<file path="src/logic/sps_pkg.sv">
// Constants and carrier types of the serial port control block
package sps_pkg;
    // Register word indices on the Avalon-MM slave
    localparam logic [2:0] REG_CONTROL = 3'h0;
    localparam logic [2:0] REG_STATUS = 3'h1;
    localparam logic [2:0] REG_BUFFER = 3'h2;
    localparam logic [2:0] REG_PORTC_DIR = 3'h3;
    localparam logic [2:0] REG_PORTC_DATA = 3'h4;
    localparam logic [2:0] REG_IRQ_STATUS = 3'h5;
    localparam logic [2:0] REG_IRQ_MASK = 3'h6;
    // Control register fields
    localparam int CTL_WRITE_COLLISION_FLAG = 7;
    localparam int CTL_OVF = 6;
    localparam int CTL_EN = 5;
    localparam int CTL_CKP = 4;
    // Status register fields
    localparam int STS_SMP = 7;
    localparam int STS_CKE = 6;
    localparam int STS_BF = 0;
    // Interrupt status and mask fields
    localparam int IRQ_DONE = 0;
    localparam int IRQ_WRITE_COLLISION_FLAG = 1;
    localparam int IRQ_OVF = 2;
    // Port C bit positions
    localparam int PC_SDO = 4;
    localparam int PC_SCK = 6;
    // Reset values
    localparam logic [7:0] CONTROL_RST = 8'h00;
    localparam logic [7:0] DIR_RST = 8'hff;
    localparam logic [7:0] DATA_RST = 8'h00;
    localparam logic [2:0] IRQ_RST = 3'h0;
    // Mode codes
    localparam logic [3:0] MODE_M_DIV4 = 4'h0;
    localparam logic [3:0] MODE_M_DIV16 = 4'h1;
    localparam logic [3:0] MODE_M_DIV64 = 4'h2;
    localparam logic [3:0] MODE_M_TMR = 4'h3;
    localparam logic [3:0] MODE_S_SS = 4'h4;
    localparam logic [3:0] MODE_S_NOSS = 4'h5;
    // Serial clock half periods in core clock cycles; last bit and last half-period indices
    localparam logic [5:0] HALF_DIV4 = 6'h02;
    localparam logic [5:0] HALF_DIV16 = 6'h08;
    localparam logic [5:0] HALF_DIV64 = 6'h20;
    localparam logic [3:0] LAST_BIT = 4'h7;
    localparam logic [4:0] LAST_HALF = 5'h0f;

    typedef struct packed {
        logic sck;
        logic sdi;
        logic ss_n;
    } sps_pin_in_s;

    typedef struct packed {
        logic pc4_o;
        logic pc4_oe;
        logic pc6_o;
        logic pc6_oe;
    } sps_pin_out_s;

    localparam sps_pin_in_s PIN_IN_RST = '{sck: 1'b0, sdi: 1'b0, ss_n: 1'b1};
    localparam sps_pin_out_s PIN_OUT_RST = '0;
endpackage

</file>
<file path="src/logic/sps_spi_control.sv">
// Serial port in SPI mode: control register, shift engine, pins, bus
//
// Overview of operation
// [RL1] Enable bit hands pins to port
// [RL2] Software disables, rewrites, then re-enables port
// [RL3] Enabled port drives data pin; master also drives clock pin
// [RL4] Software sets direction bits per pin role
// [RL5] Select-controlled slave resets while select high
// [RL6] Slave with clock edge set needs select
// [RL7] Direction bit 4 reads back output enable
// [RL8] Direction write while select high sets bit4
// [RL9] Buffer write while shifting sets collision flag
// [RL10] Slave overflow on unread buffer, never master
// [RL11] Polarity bit sets serial clock idle level
// [RL12] Mode field picks master rate or slave
// [RL13] Mode 0101 is slave without select
// [RL14] MSB first; full byte sets flags
// [RL15] Select high floats data output at once
//
// The register offsets and the Avalon-MM slave port were left to the implementer.
`timescale 1ns/1ns
module sps_spi_control (
    input wire logic core_clk,
    input wire logic rst_n,
    input wire logic [2:0] avs_address,
    input wire logic avs_read,
    input wire logic avs_write,
    input wire logic [31:0] avs_writedata,
    output logic [31:0] avs_readdata,
    output logic avs_waitrequest,
    input wire sps_pkg::sps_pin_in_s pin_i,
    input wire logic timer_two_output,
    output sps_pkg::sps_pin_out_s pin_o,
    output logic irq
);
    import sps_pkg::*;

    sps_pin_in_s sync1_q, sync2_q;
    logic sck_prev_q;
    logic [7:0] ctl_q, dir_q, pdata_q, rxbuf_q, sr_q, rd_val;
    logic smp_q, cke_q, bf_q, mbusy_q, sck_q, sdo_q, ack_q;
    logic [3:0] bitcnt_q;
    logic [4:0] hcnt_q;
    logic [5:0] div_q, half;
    logic [2:0] irq_st_q, irq_mask_q, irq_set;
    logic [31:0] rdata_q;
    logic [3:0] mode;
    logic en, is_master, is_slave, ss_block, eng_rst, busy;
    logic acc, wr_take, rd_take, tick, s_lead, s_trail, lead, trail;
    logic capture, launch, buf_wr, buf_rd, write_collision_flag_set, load, byte_done;
    logic ovf_set, rx_load;
    logic [7:0] dir_rb;
    sps_pin_out_s pin_d;

    // Pins are asynchronous to core_clk
    always_ff @(posedge core_clk) begin
        if (!rst_n) begin
            sync1_q <= PIN_IN_RST;
            sync2_q <= PIN_IN_RST;
            sck_prev_q <= 1'b0;
        end else begin
            sync1_q <= pin_i;
            sync2_q <= sync1_q;
            sck_prev_q <= sync2_q.sck;
        end
    end

    // [RL12] mode field decode
    assign mode = ctl_q[3:0];
    assign en = ctl_q[CTL_EN];
    assign is_master = en && (mode <= MODE_M_TMR);
    // [RL13] 0101 slave ignores select
    assign is_slave = en && (mode == MODE_S_SS || mode == MODE_S_NOSS);
    // [RL5] select high holds engine reset
    assign ss_block = en && mode == MODE_S_SS && sync2_q.ss_n;
    // [RL2] clearing enable resets the engine
    assign eng_rst = !(is_master || is_slave) || ss_block;
    assign busy = is_master ? mbusy_q : (bitcnt_q != 4'h0);

    // Bus: one wait cycle, then the access is taken
    assign acc = avs_read || avs_write;
    assign avs_waitrequest = acc && !ack_q;
    assign wr_take = avs_write && ack_q;
    assign rd_take = avs_read && ack_q;
    assign avs_readdata = rdata_q;

    always_ff @(posedge core_clk) begin
        if (!rst_n) begin
            ack_q <= 1'b0;
            rdata_q <= '0;
        end else begin
            ack_q <= acc && !ack_q;
            if (acc && !ack_q) begin
                rdata_q <= {24'h000000, rd_val};
            end
        end
    end

    // [RL7] bit 4 reads the port's output enable
    assign dir_rb = ss_block ? (dir_q | 8'h10) : dir_q;

    always_comb begin
        case (avs_address)
            REG_CONTROL: rd_val = ctl_q;
            REG_STATUS: rd_val = {smp_q, cke_q, 5'h00, bf_q};
            REG_BUFFER: rd_val = rxbuf_q;
            REG_PORTC_DIR: rd_val = dir_rb;
            REG_PORTC_DATA: rd_val = pdata_q;
            REG_IRQ_STATUS: rd_val = {5'h00, irq_st_q};
            REG_IRQ_MASK: rd_val = {5'h00, irq_mask_q};
            default: rd_val = 8'h00;
        endcase
    end

    assign buf_wr = wr_take && avs_address == REG_BUFFER;
    assign buf_rd = rd_take && avs_address == REG_BUFFER;
    // [RL9] write during a transfer is dropped
    assign write_collision_flag_set = buf_wr && busy;
    assign load = buf_wr && !busy && (is_master || is_slave);

    // Master rate divider
    always_comb begin
        case (mode)
            MODE_M_DIV16: half = HALF_DIV16;
            MODE_M_DIV64: half = HALF_DIV64;
            default: half = HALF_DIV4;
        endcase
    end

    // [RL12] tick is one half period of the clock
    assign tick = mbusy_q && (mode == MODE_M_TMR ? timer_two_output
                                                 : div_q == half - 6'h01);

    always_ff @(posedge core_clk) begin
        if (!rst_n || !mbusy_q || tick) begin
            div_q <= 6'h00;
        end else begin
            div_q <= div_q + 6'h01;
        end
    end

    // Master clock generator: sixteen half periods per byte
    always_ff @(posedge core_clk) begin
        if (!rst_n) begin
            mbusy_q <= 1'b0;
            hcnt_q <= 5'h00;
            sck_q <= 1'b0;
        end else begin
            if (eng_rst || !is_master) begin
                mbusy_q <= 1'b0;
            end else if (load) begin
                mbusy_q <= 1'b1;
                hcnt_q <= 5'h00;
            end else if (tick) begin
                hcnt_q <= hcnt_q + 5'h01;
                if (hcnt_q == LAST_HALF) begin
                    mbusy_q <= 1'b0;
                end
            end
            // [RL11] idle level follows polarity bit
            if (!mbusy_q) begin
                sck_q <= ctl_q[CTL_CKP];
            end else if (tick) begin
                sck_q <= !sck_q;
            end
        end
    end

    // Leading edge leaves the idle level
    assign s_lead = ctl_q[CTL_CKP] ? (sck_prev_q && !sync2_q.sck)
                                   : (!sck_prev_q && sync2_q.sck);
    assign s_trail = ctl_q[CTL_CKP] ? (!sck_prev_q && sync2_q.sck)
                                    : (sck_prev_q && !sync2_q.sck);
    assign lead = is_master ? (tick && sck_q == ctl_q[CTL_CKP])
                            : (is_slave && s_lead);
    assign trail = is_master ? (tick && sck_q != ctl_q[CTL_CKP])
                             : (is_slave && s_trail);
    // Clock edge bit set: data changes on trailing, sampled on leading
    assign capture = !eng_rst && (cke_q ? lead : trail);
    assign launch = !eng_rst && (cke_q ? trail : lead);

    assign byte_done = capture && !load && bitcnt_q == LAST_BIT;
    // [RL10] slave only; a same-cycle read frees the buffer
    assign ovf_set = byte_done && is_slave && bf_q && !buf_rd;
    assign rx_load = byte_done && !ovf_set;

    // [RL14] shift MSB first, count eight bits
    always_ff @(posedge core_clk) begin
        if (!rst_n) begin
            sr_q <= 8'h00;
            bitcnt_q <= 4'h0;
            sdo_q <= 1'b0;
        end else begin
            if (load) begin
                sr_q <= avs_writedata[7:0];
            end else if (capture) begin
                sr_q <= {sr_q[6:0], sync2_q.sdi};
            end
            // [RL5] bit counter forced to zero
            if (eng_rst || load) begin
                bitcnt_q <= 4'h0;
            end else if (capture) begin
                bitcnt_q <= byte_done ? 4'h0 : bitcnt_q + 4'h1;
            end
            if (load && cke_q) begin
                sdo_q <= avs_writedata[7];
            end else if (launch) begin
                sdo_q <= sr_q[7];
            end
        end
    end

    // [RL14] completed byte moves to buffer
    always_ff @(posedge core_clk) begin
        if (!rst_n) begin
            rxbuf_q <= 8'h00;
            bf_q <= 1'b0;
        end else begin
            if (rx_load) begin
                rxbuf_q <= {sr_q[6:0], sync2_q.sdi};
            end
            // New byte wins over a clearing read
            bf_q <= rx_load || (bf_q && !buf_rd);
        end
    end

    // Control and status registers
    always_ff @(posedge core_clk) begin
        if (!rst_n) begin
            ctl_q <= CONTROL_RST;
            smp_q <= 1'b0;
            cke_q <= 1'b0;
        end else begin
            if (wr_take && avs_address == REG_CONTROL) begin
                ctl_q[5:0] <= avs_writedata[5:0];
            end
            // [RL9] flag sticks until software writes zero
            ctl_q[CTL_WRITE_COLLISION_FLAG] <= write_collision_flag_set || ((wr_take &&
                avs_address == REG_CONTROL) ? avs_writedata[CTL_WRITE_COLLISION_FLAG]
                                            : ctl_q[CTL_WRITE_COLLISION_FLAG]);
            // [RL10] overflow flag, set wins
            ctl_q[CTL_OVF] <= ovf_set || ((wr_take &&
                avs_address == REG_CONTROL) ? avs_writedata[CTL_OVF]
                                            : ctl_q[CTL_OVF]);
            if (wr_take && avs_address == REG_STATUS) begin
                smp_q <= avs_writedata[STS_SMP];
                cke_q <= avs_writedata[STS_CKE];
            end
        end
    end

    // Port C direction and data latches
    always_ff @(posedge core_clk) begin
        if (!rst_n) begin
            dir_q <= DIR_RST;
            pdata_q <= DATA_RST;
        end else begin
            if (wr_take && avs_address == REG_PORTC_DIR) begin
                dir_q <= avs_writedata[7:0];
                // [RL8] write-back while select high keeps bit 4 set
                if (ss_block) begin
                    dir_q[PC_SDO] <= 1'b1;
                end
            end
            if (wr_take && avs_address == REG_PORTC_DATA) begin
                pdata_q <= avs_writedata[7:0];
            end
        end
    end

    // [RL1] pin ownership follows the enable bit
    always_comb begin
        pin_d.pc4_o = pdata_q[PC_SDO];
        pin_d.pc4_oe = !dir_q[PC_SDO];
        pin_d.pc6_o = pdata_q[PC_SCK];
        pin_d.pc6_oe = !dir_q[PC_SCK];
        if (en) begin
            // [RL3] serial functions replace port data
            pin_d.pc4_o = sdo_q;
            // [RL15] select high floats the data output
            pin_d.pc4_oe = !dir_rb[PC_SDO];
            if (is_master) begin
                pin_d.pc6_o = sck_q;
            end
        end
    end

    // Interrupts: sticky, cleared by reading them
    assign irq_set = {ovf_set, write_collision_flag_set, rx_load};

    always_ff @(posedge core_clk) begin
        if (!rst_n) begin
            irq_st_q <= IRQ_RST;
            irq_mask_q <= IRQ_RST;
            pin_o <= PIN_OUT_RST;
        end else begin
            pin_o <= pin_d;
            if (rd_take && avs_address == REG_IRQ_STATUS) begin
                irq_st_q <= irq_set;
            end else begin
                irq_st_q <= irq_st_q | irq_set;
            end
            if (wr_take && avs_address == REG_IRQ_MASK) begin
                irq_mask_q <= avs_writedata[2:0];
            end
        end
    end

    assign irq = |(irq_st_q & irq_mask_q);
endmodule

</file>
<file path="config.mk">
export PLATFORM = sky130hd
export DESIGN_NAME = sps_spi_control
export DESIGN_NICKNAME = d
export VERILOG_FILES = /design/src/logic/sps_pkg.sv /design/src/logic/sps_spi_control.sv
export SDC_FILE = /design/constraint.sdc
export NUM_CORES = 1
export LEC_CHECK = 0
export BUFFER_PORTS_ARGS = -buffer_cell sky130_fd_sc_hd__buf_4
export CAP_MARGIN = 15
export CORE_UTILIZATION = 52
export DETAILED_ROUTE_END_ITERATION = 8
export PLACE_DENSITY_LB_ADDON = 0.1
export SYNTH_ARGS = -nofsm -noshare
export SYNTH_HDL_FRONTEND = slang
export SYNTH_SLANG_ARGS = --single-unit
</file>
<file path="constraint.sdc">
create_clock -name core_clk -period 5.1 [get_ports core_clk]
set_input_delay 1.02 -clock core_clk [delete_from_list [all_inputs] [get_ports core_clk]]
set_output_delay 1.02 -clock core_clk [all_outputs]
set_load 0.02 [all_outputs]
</file>
==> impl_results.md <==
- Clock Pin Slew Worst Setup and Hold Paths: 90 ps
- Sw power: 355.6 uW
- Leak pwr: 0.001920 uW
- Largest area contributor in the netlist: dfxtp_1
- Slowest-stage cell, CP: nor2_1
- Initial antenna violation count: 0
- H-tree levels: 3
- Drt total wl: 11200 um
- RSZ-0062 raised after global routing: false
- WS Path Type: in -> reg
- Area grow syn2layout: 7.762%
- Hold Vio Cnt, Final: 0
- Pin count of the biggest net entering global routing: 48
- Post-Syn Area: 4562 um2
- VDD IR max: 0.0001438 V
- Synth top cells by count: dfxtp_1 (87), nand2_1 (64), nor2_1 (60)
- FF-to-FF Start: bitcnt_q[0]
- Starting Density: 54.70%
- Initial DRC Count: 275
- Logic pwr share: 7.8%
- Worst setup SP type: primary input
- Max-cap check violation count: 0
- Final setup margin: 1946 ps
- Sequential power share: 52.5%
- Outcome: finished clean
- Chip Width: 95.67 um
- WHS Endpoint: sync2_q[0]
- Final setup TNS: 0 ps
- I/O pin total: 81
- First-pass GRT wire length: 17810 um
- Worst slew margin: 24.83%
- Post-route ant nets: 0
- Clk root buf: clkbuf_8
- Share of flip-flops with an asynchronous set or reset: 0%
- Crit path time final: 3154 ps
- Internal power: 967.5 uW
- Post-CTS sizing: 0
- Gr usage total: 25.99%
- Arr. time, crit path: 3450 ps
- Synth warn: 0
- Setup WS pre-CTS: 1606 ps
- Area share of xor/xnor cells in the synthesized design: 1.152%
- Share of cells above drive strength 1: 13.33%
- Row cnt: 33
- Gpl congestion: 0.8258
- Endpoints failing setup: 0
- Worst hold path class: reg -> reg
- Biggest fanout along the worst timing path: 19
- GRT overflow: 0
- Post-synth cell types: 64
- Mux share of post-synthesis cell area: 12.04%
- Post-Synth Simple-Gate Area: 23.23%
- Number of flops mapped to enable cells by yosys: 0
- Max Slew Vio Count: 0
- Gate Count Post-Synth: 539
- Worst-skew pair later-pin latency: 370 ps
- Top cells by area, synth: dfxtp_1 (38%), mux2i_1 (8.3%), nand2_1 (5.3%), nor2_1 (4.9%), buf_4 (4.1%)
- Vias in the first global route: 3423
- Core Area: 8341 um2
- CP required: 5400 ps
- Max Clock Skew: 14.77 ps
- DR vias: 3885
- R2R depth: 8
- Wirelength per Cell: 16.97 um
- Synthesized area per cell: 8.464 um2
- Adder-Cell Fraction of Synth Area: 1.371%
- Top FF cell, synth: dfxtp_1
- Nets: 598
- Complex-gate fraction of the synthesized area: 15.55%
- Crit. End Element: flip-flop
- PD cells: 269.1 nW/um2
- Worst path cell trace: buf_4 > nand3b_1 > nand2b_1 > nor2_1 > inv_1 > a32oi_1 > mux2i_1
- Sw Ratio: 26.87%
- Port Buffers: 32
- Via density: 5.886
- Antenna cells: 0
- CTS sink cnt: 87
- Yosys top cell area share: 38.18%
- R2R Path End: sdo_q
- Sequential area share after synthesis: 38.18%
- Top-count cell post-synth: dfxtp_1
- Die area: 9152 um2
- CTS Buffer Depth: 2
- Detailed Routing Iterations Pass 1: 5
- Slew @ Worst Pin: 1122 ps
- TritonCTS clock tree: built
- Clock Power Share: 39.6%
- Peak Freq: 0.3170 GHz
- Worst path max stage delay: 810 ps
- Postcts setup bufs: 0
- DP HPWL: 7873 um
- Fin crit share: 61.85%
- Largest family of logic cells by synthesized area: simple AND/OR/NAND/NOR gates
- Min-Delay Startpoint: sync1_q[0]
- TritonCTS Buffers: 9
- Yosys reg bits: 87
- Die Ht: 95.67 um
- CTS Hold Bufs: 0
- Flop-to-flop setup slack: 2030 ps
- WHS Path Cells: 1
- DRC: 0
==> metal layers <==
| metal | GRT usage [%] | up-vias | wire (um) |
|---|---|---|---|
| li1 | - | 1871 | - |
| met1 | 37.00 | 1863 | 5317 |
| met2 | 39.29 | 131 | 5079 |
| met3 | 4.386 | 20 | 571 |
| met4 | 9.453 | 0 | 235 |
| met5 | 0 | - | 0 |
==> worst max-delay path by stage <==
stage | slack (ps) | cells after the start | end | from
final | 1950 | 7 | sdo_q | avs_address[2]
after global routing | 1700 | 6 | sr_q[1] | avs_address[2]
after CTS | 2000 | 6 | sr_q[1] | avs_address[2]
after detailed placement | 1610 | 7 | sdo_q | avs_address[2]
after global placement | 1680 | 7 | sdo_q | avs_address[2]
after floorplan | 2370 | 8 | sr_q[5] | avs_address[2]
==> critical path, delay by kind of cell <==
family / cells / cell delay [ps]
muxes: 1 / 200
and+or+nand+nor: 3 / 1540
buffers and inverters: 2 / 390
AOI/OAI and AO/OA: 1 / 280
==> cells by family (layout without fill, tap and decap cells) <==
| kind of cell | count (synthesis) | after routing |
|---|---|---|
| xor gates and xnor gates | 6 | 6 |
| other | 1 | 24 |
| buffers and inverters | 71 | 64 |
| adders and majority gates | 5 | 5 |
| DFF | 87 | 87 |
| muxes | 50 | 50 |
| and+or+nand+nor | 218 | 218 |
| AOI/OAI and AO/OA | 101 | 101 |
==> layout by cell type (no fill, tap or decap), types with 11 or more instances in the layout <==
| cell | synthesis | routed |
|---|---|---|
| a21oi_1 | 27 | 27 |
| nand3_1 | 16 | 16 |
| o21ai_0 | 15 | 15 |
| nand2_1 | 64 | 64 |
| mux2i_1 | 38 | 38 |
| buf_4 | 25 | 34 |
| conb_1 | 1 | 24 |
| nor3_1 | 17 | 17 |
| dfxtp_1 | 87 | 87 |
| a211oi_1 | 11 | 11 |
| inv_1 | 13 | 13 |
| or3_1 | 14 | 14 |
| nor2_1 | 60 | 60 |
==> power groups by stage <==
stage	clock network (uW)	logic, uW	registers, uW
6_report	524	104	695
5_1_grt	560	113	696
4_1_cts	532	102	695
3_5_place_dp	0	102	711
3_3_place_gp	0	101	711
2_1_floorplan	0	78.6	712
==> stage by stage <==
stage	hold WS (ps)	std cells	total power [uW]	area (um2)	util (%)
floorplan	386.3	562	791.1	4648	-
global route	446.2	660	1369	4916	58.94
finish	414.0	660	1323	4916	58.94
CTS	422.9	660	1329	4916	58.94
detailed placement	403.2	644	813.1	4705	56.41
global placement	396.6	643	811.1	4697	56.32
==> registers in the layout (all words and copies together), names as in the netlist, 5 cells and up <==
signal and count:
hcnt_q 5, avs_readdata 8, rxbuf_q 8, dir_q 8
pdata_q 8, div_q 6, sr_q 8, ctl_q 8
==> area by class of cell <==
type	count	area [um2]
multi-input combinational	404	2524
sequential	87	1742
clock inverter	6	73.82
tap	105	131.4
timing repair buffer	34	255.2
inverter	14	52.55
clock buffer	10	137.6
fill	758	3425
Note: power is estimated with default switching activity, not from simulation.
